===== src/mfab_pkg.sv =====
// mfab_pkg: constants, layouts and types of the flow action block
package mfab_pkg;
  // ------------------------------------------------------------
  // sizes
  // ------------------------------------------------------------
  localparam int NUM_SA = 8; // flow action table depth
  localparam int IDX_W = 3; // index width
  // ------------------------------------------------------------
  // register byte offsets
  // ------------------------------------------------------------
  localparam logic [11:0] OFS_EGR_BASE = 12'h000; // egress_flow_action[]
  localparam logic [11:0] OFS_IGR_BASE = 12'h020; // ingress_flow_action[]
  localparam logic [11:0] OFS_NM_NCP = 12'h040; // non-control categories
  localparam logic [11:0] OFS_NM_CP = 12'h044; // control categories
  localparam logic [11:0] OFS_HDR_CFG = 12'h048; // header bypass setup
  localparam logic [11:0] OFS_MODE = 12'h04c; // direction
  localparam logic [11:0] OFS_PKT_CNT = 12'h050; // packets seen
  localparam logic [11:0] OFS_DROP_CNT = 12'h054; // packets dropped
  // ------------------------------------------------------------
  // reset values
  // ------------------------------------------------------------
  localparam logic [31:0] RST_ACTION = 32'h0000_0000;
  localparam logic [31:0] RST_HDR_CFG = 32'h0000_0000;
  localparam logic [31:0] RST_MODE = 32'h0000_0000;
  // ------------------------------------------------------------
  // header bypass: size in 2-byte units, 0 is off, 8 is 16 bytes
  // ------------------------------------------------------------
  localparam logic [3:0] HDR_UNITS_MAX = 4'h8;
  localparam logic [7:0] ETH_HDR_BYTES = 8'h0e; // da, sa, ethertype
  // ------------------------------------------------------------
  // encodings
  // ------------------------------------------------------------
  localparam logic [1:0] FT_BYPASS = 2'h0;
  localparam logic [1:0] FT_DROP = 2'h1;
  localparam logic [1:0] FT_PROCESS = 2'h2;
  localparam logic [1:0] PORT_COMMON = 2'h0;
  localparam logic [1:0] PORT_RESERVED = 2'h1;
  localparam logic [1:0] PORT_CONTROLLED = 2'h2;
  localparam logic [1:0] PORT_UNCONTROLLED = 2'h3;
  localparam logic [1:0] DM_CRC = 2'h0; // forward, corrupt crc
  localparam logic [1:0] DM_PKT_ERR = 2'h1; // forward, packet error
  localparam logic [1:0] DM_INTERNAL = 2'h2; // drop, nothing output
  localparam logic [1:0] TC_UNTAGGED = 2'h0;
  localparam logic [1:0] TC_TAGGED = 2'h1;
  localparam logic [1:0] TC_BAD_TAG = 2'h2;
  localparam logic [1:0] TC_KEY_AGREE = 2'h3;
  // ------------------------------------------------------------
  // one packet beat from flow lookup
  // ------------------------------------------------------------
  typedef struct packed {
    logic valid;
    logic sop;
    logic eop;
    logic [63:0] data;
    logic sa_hit; // matched an enabled entry
    logic [IDX_W-1:0] sa_index; // matched entry
    logic control; // control packet class
    logic [1:0] tag_class; // tag classifier result
    logic [1:0] src_port; // source port
    logic [1:0] vlan_before_sectag; // parser tags ahead of sectag
    logic [15:0] second_ethertype; // header bypass ethertype
  } mfab_beat_in_s;
  // ------------------------------------------------------------
  // decoded action riding with each beat
  // ------------------------------------------------------------
  typedef struct packed {
    logic [1:0] flow_type;
    logic [1:0] dest_port;
    logic [1:0] drop_method;
    logic protect;
    logic association_active;
    logic sci_en;
    logic end_station_bit_en;
    logic scb_en;
    logic [1:0] bypass_tags;
    logic [6:0] conf_offset;
    logic conf_en;
    logic replay_en;
    logic [1:0] validate_level;
    logic [IDX_W-1:0] context_index; // transform record to use
    logic use_context;
    logic hdr_bypass;
    logic [7:0] sectag_pos; // byte offset of sectag
    logic ctrl_outer; // control detect on outer fields
    logic match_inner; // sa match on second ethertype path
  } mfab_action_s;
  typedef struct packed {
    logic valid;
    logic sop;
    logic eop;
    logic [63:0] data;
    logic crc_corrupt;
    logic pkt_error;
    mfab_action_s act;
  } mfab_beat_out_s;
endpackage : mfab_pkg


===== src/mfab_flow_action.sv =====
// mfab_flow_action: per-SA flow action decode and bypass framing
`timescale 1ns/10ps
`default_nettype none
module mfab_flow_action
  import mfab_pkg::*;
(
  input wire logic clock_i,
  input wire logic nrst_i,
  input wire logic ce_i, // low freezes all state
  input wire logic psel_i,
  input wire logic penable_i,
  input wire logic pwrite_i,
  input wire logic [11:0] paddr_i,
  input wire logic [31:0] pwdata_i,
  output logic [31:0] prdata_o,
  output logic pready_o,
  output logic pslverr_o,
  input wire mfab_beat_in_s beat_i, // from flow lookup
  output mfab_beat_out_s beat_o // toward transform and statistics
);
  // ------------------------------------------------------------
  // storage
  // ------------------------------------------------------------
  logic [31:0] egr_act [NUM_SA]; // egress_flow_action table
  logic [31:0] igr_act [NUM_SA]; // ingress_flow_action table
  logic [31:0] nomatch_noncontrol_action; // byte per tag class
  logic [31:0] nomatch_control_action; // byte per tag class
  logic [3:0] hdr_units; // header size in 2-byte units
  logic [15:0] hdr_ethertype; // static second ethertype
  logic ingress_dir; // 1 ingress, 0 egress
  logic [31:0] pkt_cnt; // packets started
  logic [31:0] drop_cnt; // packets dropped
  mfab_action_s held_act; // action of packet in flight
  logic held_drop_int; // packet in flight dropped internally
  logic held_crc; // packet in flight gets crc corrupt
  logic held_err; // packet in flight gets error mark
  // ------------------------------------------------------------
  // address decode helpers
  // ------------------------------------------------------------
  // word hits inside a table of NUM_SA words at base
  function automatic logic tbl_hit(input logic [11:0] a,
                                   input logic [11:0] base);
    tbl_hit = (a[11:5] == base[11:5]) && (a[1:0] == 2'h0);
  endfunction : tbl_hit
  // register is mapped
  function automatic logic addr_ok(input logic [11:0] a);
    addr_ok = tbl_hit(a, OFS_EGR_BASE) || tbl_hit(a, OFS_IGR_BASE) ||
              (a == OFS_NM_NCP) || (a == OFS_NM_CP) ||
              (a == OFS_HDR_CFG) || (a == OFS_MODE) ||
              (a == OFS_PKT_CNT) || (a == OFS_DROP_CNT);
  endfunction : addr_ok
  // ------------------------------------------------------------
  // apb slave
  // ------------------------------------------------------------
  logic setup_ph; // setup cycle seen
  logic wr_fire; // write takes effect
  logic [IDX_W-1:0] widx; // table word index
  assign setup_ph = psel_i && !penable_i;
  assign wr_fire = psel_i && penable_i && pready_o && pwrite_i &&
                   addr_ok(paddr_i);
  assign widx = paddr_i[IDX_W+1:2];
  // ready one cycle after setup, so every access takes two cycles
  always_ff @(posedge clock_i) begin
    if (!nrst_i) begin
      pready_o <= 1'b0;
      pslverr_o <= 1'b0;
    end else if (ce_i) begin
      pready_o <= setup_ph;
      pslverr_o <= setup_ph && !addr_ok(paddr_i);
    end
  end
  // read data captured in the setup cycle
  always_ff @(posedge clock_i) begin
    if (!nrst_i) begin
      prdata_o <= 32'h0000_0000;
    end else if (ce_i) begin
      if (setup_ph && !pwrite_i) begin
        if (tbl_hit(paddr_i, OFS_EGR_BASE)) begin
          prdata_o <= egr_act[widx];
        end else if (tbl_hit(paddr_i, OFS_IGR_BASE)) begin
          prdata_o <= igr_act[widx];
        end else begin
          case (paddr_i)
            OFS_NM_NCP: prdata_o <= nomatch_noncontrol_action;
            OFS_NM_CP: prdata_o <= nomatch_control_action;
            OFS_HDR_CFG: prdata_o <= {12'h000, hdr_units, hdr_ethertype};
            OFS_MODE: prdata_o <= {31'h0000_0000, ingress_dir};
            OFS_PKT_CNT: prdata_o <= pkt_cnt;
            OFS_DROP_CNT: prdata_o <= drop_cnt;
            default: prdata_o <= 32'h0000_0000; // unmapped
          endcase
        end
      end
    end
  end
  // flow action tables, written only at the completing edge
  always_ff @(posedge clock_i) begin
    if (!nrst_i) begin
      for (int i = 0; i < NUM_SA; i++) begin
        egr_act[i] <= RST_ACTION;
        igr_act[i] <= RST_ACTION;
      end
    end else if (ce_i && wr_fire) begin
      if (tbl_hit(paddr_i, OFS_EGR_BASE)) begin
        egr_act[widx] <= pwdata_i;
      end
      if (tbl_hit(paddr_i, OFS_IGR_BASE)) begin
        igr_act[widx] <= pwdata_i;
      end
    end
  end
  // static configuration registers
  always_ff @(posedge clock_i) begin
    if (!nrst_i) begin
      nomatch_noncontrol_action <= RST_ACTION;
      nomatch_control_action <= RST_ACTION;
      hdr_units <= RST_HDR_CFG[19:16];
      hdr_ethertype <= RST_HDR_CFG[15:0];
      ingress_dir <= RST_MODE[0];
    end else if (ce_i && wr_fire) begin
      case (paddr_i)
        OFS_NM_NCP: nomatch_noncontrol_action <= pwdata_i;
        OFS_NM_CP: nomatch_control_action <= pwdata_i;
        OFS_HDR_CFG: begin
          // sizes above 16 bytes clamp to 16
          hdr_units <= (pwdata_i[19:16] > HDR_UNITS_MAX) ?
                       HDR_UNITS_MAX : pwdata_i[19:16];
          hdr_ethertype <= pwdata_i[15:0];
        end
        OFS_MODE: ingress_dir <= pwdata_i[0];
        default: ; // tables handled elsewhere
      endcase
    end
  end
  // ------------------------------------------------------------
  // action decode at start of packet
  // ------------------------------------------------------------
  mfab_action_s next_act; // decoded action
  logic next_drop; // decoded drop decision
  logic [31:0] eword; // egress action of matched entry
  logic [31:0] iword; // ingress action of matched entry
  logic [7:0] nm_slot; // non-match category byte
  logic [1:0] tags_raw; // candidate bypassed tag count
  assign eword = egr_act[beat_i.sa_index];
  assign iword = igr_act[beat_i.sa_index];
  // category by control class and tag class, eight in all
  assign nm_slot = beat_i.control ?
    nomatch_control_action[{beat_i.tag_class, 3'h0} +: 8] :
    nomatch_noncontrol_action[{beat_i.tag_class, 3'h0} +: 8];
  always_comb begin
    next_act = '0;
    next_drop = 1'b0;
    tags_raw = 2'h0;
    if (beat_i.sa_hit) begin
      if (!ingress_dir) begin
        next_act.flow_type = eword[1:0];
        next_act.dest_port = eword[3:2];
        next_act.drop_method = eword[5:4];
        next_act.protect = eword[6];
        next_act.association_active = eword[7];
        next_act.sci_en = eword[8];
        next_act.end_station_bit_en = eword[9];
        next_act.scb_en = eword[10];
        tags_raw = eword[12:11];
        next_act.conf_offset = eword[19:13];
        next_act.conf_en = eword[20];
      end else begin
        next_act.flow_type = iword[1:0];
        next_act.dest_port = iword[3:2];
        next_act.drop_method = iword[5:4];
        next_act.replay_en = iword[7];
        next_act.association_active = iword[8];
        next_act.validate_level = iword[10:9];
        next_act.conf_offset = iword[17:11];
        // parser counts tags ahead of the sectag, may exceed two; clamped below
        tags_raw = beat_i.vlan_before_sectag;
        if (iword[6] && beat_i.src_port != PORT_RESERVED) begin
          next_act.flow_type = FT_DROP;
        end
      end
      // matched key agreement frames always pass untouched
      if (beat_i.tag_class == TC_KEY_AGREE) begin
        next_act.flow_type = FT_BYPASS;
      end
    end else begin
      // non-match: bit 0 drop, else pass; never processed
      next_act.flow_type = nm_slot[0] ? FT_DROP : FT_BYPASS;
      next_act.dest_port = nm_slot[2:1];
      next_act.drop_method = nm_slot[4:3];
    end
    // encoding 3 is unused and treated as drop for safety
    if (next_act.flow_type == 2'h3) begin
      next_act.flow_type = FT_DROP;
    end
    // zero keeps standard framing; above two clamps to two
    next_act.bypass_tags = (tags_raw > 2'h2) ? 2'h2 : tags_raw;
    // header bypass owns the port, no tag bypass beside it
    next_act.hdr_bypass = (hdr_units != 4'h0);
    if (next_act.hdr_bypass) begin
      next_act.bypass_tags = 2'h0;
      next_act.sectag_pos = ETH_HDR_BYTES +
                            {3'h0, hdr_units, 1'b0};
      // matching ethertype: outer addresses, else inner frame
      next_act.ctrl_outer =
        (beat_i.second_ethertype == hdr_ethertype);
      next_act.match_inner = 1'b1;
    end else begin
      // tags sit untouched ahead of the sectag
      next_act.sectag_pos = ETH_HDR_BYTES - 8'h02 +
                            {4'h0, next_act.bypass_tags, 2'h0};
      next_act.ctrl_outer = 1'b1;
      next_act.match_inner = 1'b0;
    end
    // transform record indexed by the matched entry
    next_act.use_context = (next_act.flow_type == FT_PROCESS);
    next_act.context_index = beat_i.sa_index;
    // without a context there is nothing to protect with
    if (next_act.flow_type != FT_PROCESS) begin
      next_act.protect = 1'b0;
    end
    next_drop = (next_act.flow_type == FT_DROP);
  end
  // ------------------------------------------------------------
  // per-packet hold: action is fixed from sop to eop
  // ------------------------------------------------------------
  logic sop_take; // first beat of a packet
  assign sop_take = beat_i.valid && beat_i.sop;
  always_ff @(posedge clock_i) begin
    if (!nrst_i) begin
      held_act <= '0;
      held_drop_int <= 1'b0;
      held_crc <= 1'b0;
      held_err <= 1'b0;
    end else if (ce_i && sop_take) begin
      held_act <= next_act;
      // drop method chosen at the start, before the end is seen
      held_drop_int <= next_drop &&
                       next_act.drop_method[1];
      held_crc <= next_drop &&
                  next_act.drop_method == DM_CRC;
      held_err <= next_drop &&
                  next_act.drop_method == DM_PKT_ERR;
    end
  end
  // ------------------------------------------------------------
  // output stage
  // ------------------------------------------------------------
  mfab_action_s cur_act; // action for this beat
  logic cur_int; // internal drop for this beat
  logic cur_crc; // crc corrupt for this beat
  logic cur_err; // error mark for this beat
  assign cur_act = sop_take ? next_act : held_act;
  assign cur_int = sop_take ? (next_drop && next_act.drop_method[1]) :
                   held_drop_int;
  assign cur_crc = sop_take ? (next_drop && next_act.drop_method ==
                   DM_CRC) : held_crc;
  assign cur_err = sop_take ? (next_drop && next_act.drop_method ==
                   DM_PKT_ERR) : held_err;
  // beats of an internally dropped packet never leave
  always_ff @(posedge clock_i) begin
    if (!nrst_i) begin
      beat_o <= '0;
    end else if (ce_i) begin
      beat_o.valid <= beat_i.valid && !cur_int;
      beat_o.sop <= beat_i.sop;
      beat_o.eop <= beat_i.eop;
      beat_o.data <= beat_i.data;
      // abort marks ride on the last beat toward the mac
      beat_o.crc_corrupt <= beat_i.eop && cur_crc;
      beat_o.pkt_error <= beat_i.eop && cur_err;
      beat_o.act <= cur_act;
    end
  end
  // ------------------------------------------------------------
  // status counters
  // ------------------------------------------------------------
  // packets started and packets dropped, wrapping
  always_ff @(posedge clock_i) begin
    if (!nrst_i) begin
      pkt_cnt <= 32'h0000_0000;
      drop_cnt <= 32'h0000_0000;
    end else if (ce_i && sop_take) begin
      pkt_cnt <= pkt_cnt + 32'h0000_0001;
      if (next_drop) begin
        drop_cnt <= drop_cnt + 32'h0000_0001;
      end
    end
  end
endmodule : mfab_flow_action
`default_nettype wire


===== config.mk =====
export PLATFORM = sky130hd
export DESIGN_NAME = mfab_flow_action
export DESIGN_NICKNAME = d
export VERILOG_FILES = /design/src/mfab_pkg.sv /design/src/mfab_flow_action.sv
export SDC_FILE = /design/constraint.sdc
export NUM_CORES = 2
export LEC_CHECK = 0
export BUFFER_PORTS_ARGS = -buffer_cell sky130_fd_sc_hd__buf_2
export CAP_MARGIN = 20
export CORE_MARGIN = 3
export CORE_UTILIZATION = 50
export DETAILED_ROUTE_END_ITERATION = 8
export PLACE_DENSITY_LB_ADDON = 0.15
export SLEW_MARGIN = 20
export SYNTH_ARGS = -nofsm -noshare
export SYNTH_HDL_FRONTEND = slang
export SYNTH_SLANG_ARGS = --single-unit

===== constraint.sdc =====
create_clock -name clock_i -period 4.49 [get_ports clock_i]
set_clock_uncertainty 0.15 [all_clocks]
set_input_delay 0.2245 -clock clock_i [delete_from_list [all_inputs] [get_ports clock_i]]
set_output_delay 0.2245 -clock clock_i [all_outputs]
set_load 0.01 [all_outputs]

==> run metrics <==
final core utilization=58.9%; launch point of the critical path=beat_i[23]; flip-flop and latch count after synthesis=around 840; peak supply drop=0.000259 V; dpl ws=approximately 860 ps; vias in the first global route=27700; Max transition margin=24.9%; Core ar.=78000 um2; synthesized area=a little under 40000 um2; Die Y=288 um; first-pass GRT wire length=187000 um; ratio of cells with drive above 1 in the final layout=23.1%; Chip Width=288 um; Worst-path clk slew=60 ps; Clock Latency Late Sink=650 ps; adder and majority gate portion of the synthesized area=0.0946%; post-synthesis simple-gate area fraction=between 15 and 20%; DRT antenna net count=0; Max H-tree Level=3; crit-path cells=dlygate4sd3_1, buf_4, buf_4, mux4_2, inv_1, a221oi_1, a211oi_1, nand3_1, o21ai_1, dlygate4sd3_1; CTS tree=yes; WP buf/inv=5; Worst Path Max Fanout=33; prevailing post-synth register cell=edfxtp_1; mux cell area share after synthesis=18.6%; Ys Warns=0; R2R Setup Slk=700 ps; main combinational cell family by area after synthesis=multiplexers; Crit-path slowest cell=a211oi_1; status=completed; Detailed Route WL=128000 um; Final Hold Viols=0; area share of the largest cell type after synthesis=38.8%; worst setup path class=in2reg; Crit Reg-Reg Startpoint=ingress_dir; Yosys top cell by area=edfxtp_1; WL/cell=28.3 um; via count=28100; CP arrival=4360 ps; Reg2Reg Depth=6; Mean Syn Cell Area=between 10 and 15 um2; fin crit period=about 4000 ps; Num CTS Buffers=88; post-synthesis xor/xnor area fraction=between 1 and 1.5%; GRT Util Overall=30.7%; # fillers=6148; Cells after Synth=3138; cell family with the largest share of critical-path delay=buffers and inverters; Seq/Total Area, Yosys=a little under three fifths; Post-synth EDFFs=512; fin area=45900 um2; I/O pins=~290; initial antenna violation count=11; placed cell areas=42000 um2; fin crit share=87.4%; PnR worst setup slack=~560 ps; Remaining DRCs=0; Hold Path Class=in2reg; CP max stage delay=820 ps; fmax=255 MHz; RD Place Congestion=slightly above 0.9; most frequent cells in the layout=and2_1 (518), edfxtp_1 (512), dfxtp_1 (323), buf_2 (276), mux4_2 (251); Hold WS=57.9 ps; crit end category=flop; unrepaired setup endpoints after global routing=false; # clock sinks=835; Pleak=between 15 and 20 nW; max-slew violation count=0; post-DP HPWL=85500 um; synth top area cells=edfxtp_1 (39%), dfxtp_1 (16%), mux4_2 (14%); via/cell ratio=6.20; Critical R2R Capture=beat_o[40]; Initial Utilization=about half; post-CTS resize count=0; Layout area overhead=15.8%; Distinct cells, synth=69; final setup fails=0; most common cell after layout, fill and taps aside=and2_1; end point of the critical path=beat_o[40]; Site Rows=approximately 100; critical path depth=10; TNS Setup=0 ps; CP required=~4900 ps; Max Cap Violations=0; port bufs=between 200 and 300; Worst Setup Start Kind=input port; actual slew at the worst max-slew pin=around 1100 ps; clk root buf=clkbuf_16; Total Nets Final=about 3600; pwr dens=374 nW/um2; full die area=82700 um2; GRT Residual Overflow=0; DR pass1 iterations=5; Synth Area in Compound Gates=6.10%; 1st-iter DRT viols=3747; clock buffer depth=3; largest net degree at the start of global routing=158; async set or reset register ratio after synthesis=0%
==> layout make-up <==
class                   count  area, um2  share of cell area, %
repair buffers            475       3350                   7.30
clock buffers             122       2420                   5.27
multi-input cells        1998      16600                   36.0
diodes                      6       15.0                 0.0327
inverters                  16       67.6                  0.147
flip-flops and latches    835      21800                   47.5
well taps                1040       1300                   2.83
clock inverters            39        388                  0.844
==> flip-flops by register name, indices dropped and copies added (netlist names), 4 cells and up <==
signal / flops
beat_o: 103
drop_cnt: 32
egr_act: 256
hdr_ethertype: 16
hdr_units: 4
held_act: 34
igr_act: 256
nomatch_control_action: 32
nomatch_noncontrol_action: 32
pkt_cnt: 32
prdata_o: 32
==> power breakdown <==
part / internal, mW / switching, mW / total (mW)
clock network: 4.13 / 3.08 / 7.21
logic: 0.612 / 0.918 / 1.53
registers: 8.34 / 0.116 / 8.45
==> worst reg2reg max path, stage by stage (launching register included) <==
cell	delay [ps]
dfxtp_1	730
clkinv_1	580
o2111a_1	330
a211oi_1	820
nand3_1	330
o21ai_1	220
dlygate4sd3_1	560
==> through the flow <==
| step | instances | power (mW) |
|---|---|---|
| after global placement | 4252 | 10.0 |
| after global routing | 4527 | 17.6 |
| after CTS | 4525 | 17.2 |
| after floorplan | 3140 | 9.40 |
| after detailed placement | 4252 | 10.0 |
| final | 4531 | 17.2 |
==> per-layer routing <==
| metal | up-vias | global-route usage [%] | wire length [um] |
|---|---|---|---|
| li1 | 12000 | - | - |
| met1 | 14200 | 41.7 | 50000 |
| met2 | 1601 | 48.8 | 60100 |
| met3 | 262 | 6.52 | 13300 |
| met4 | 0 | 11.8 | 4870 |
| met5 | - | 0 | 0 |
==> worst min-delay path by stage <==
stage,from,endpoint,slack [ps],cells after the start
2_1_floorplan,beat_i[91],beat_o[40],210,2
3_3_place_gp,held_act[6],held_act[6],290,2
3_5_place_dp,held_act[25],held_act[25],290,2
4_1_cts,paddr_i[6],prdata_o[14],0.2,4
5_1_grt,paddr_i[6],prdata_o[14],50,4
6_report,paddr_i[6],prdata_o[14],60,4
==> repair_timing <==
item | CTS | global route
hold buffers | 112 | 0
endpoints found under the hold margin | 290 | 0
buffers inserted | 0 | 0
==> cell usage after synthesis, types with 37 or more instances <==
| cell | n |
|---|---|
| and2_1 | 518 |
| edfxtp_1 | 512 |
| dfxtp_1 | 323 |
| mux4_2 | 251 |
| nand2_1 | 207 |
| nor2_1 | 194 |
| clkbuf_1 | 189 |
| a21oi_1 | 169 |
| mux2i_1 | 153 |
| o21ai_0 | 115 |
| nand3_1 | 38 |
| a22oi_1 | 37 |
==> logic make-up after synthesis <==
logic type / Yosys count
and+or+nand+nor: 1112
DFF: 835
muxes: 420
AOI/OAI and AO/OA: 413
buffers and inverters: 307
xor gates and xnor gates: 47
adders and majority gates: 3
other: 1
Note: power is estimated with default switching activity, not from simulation.
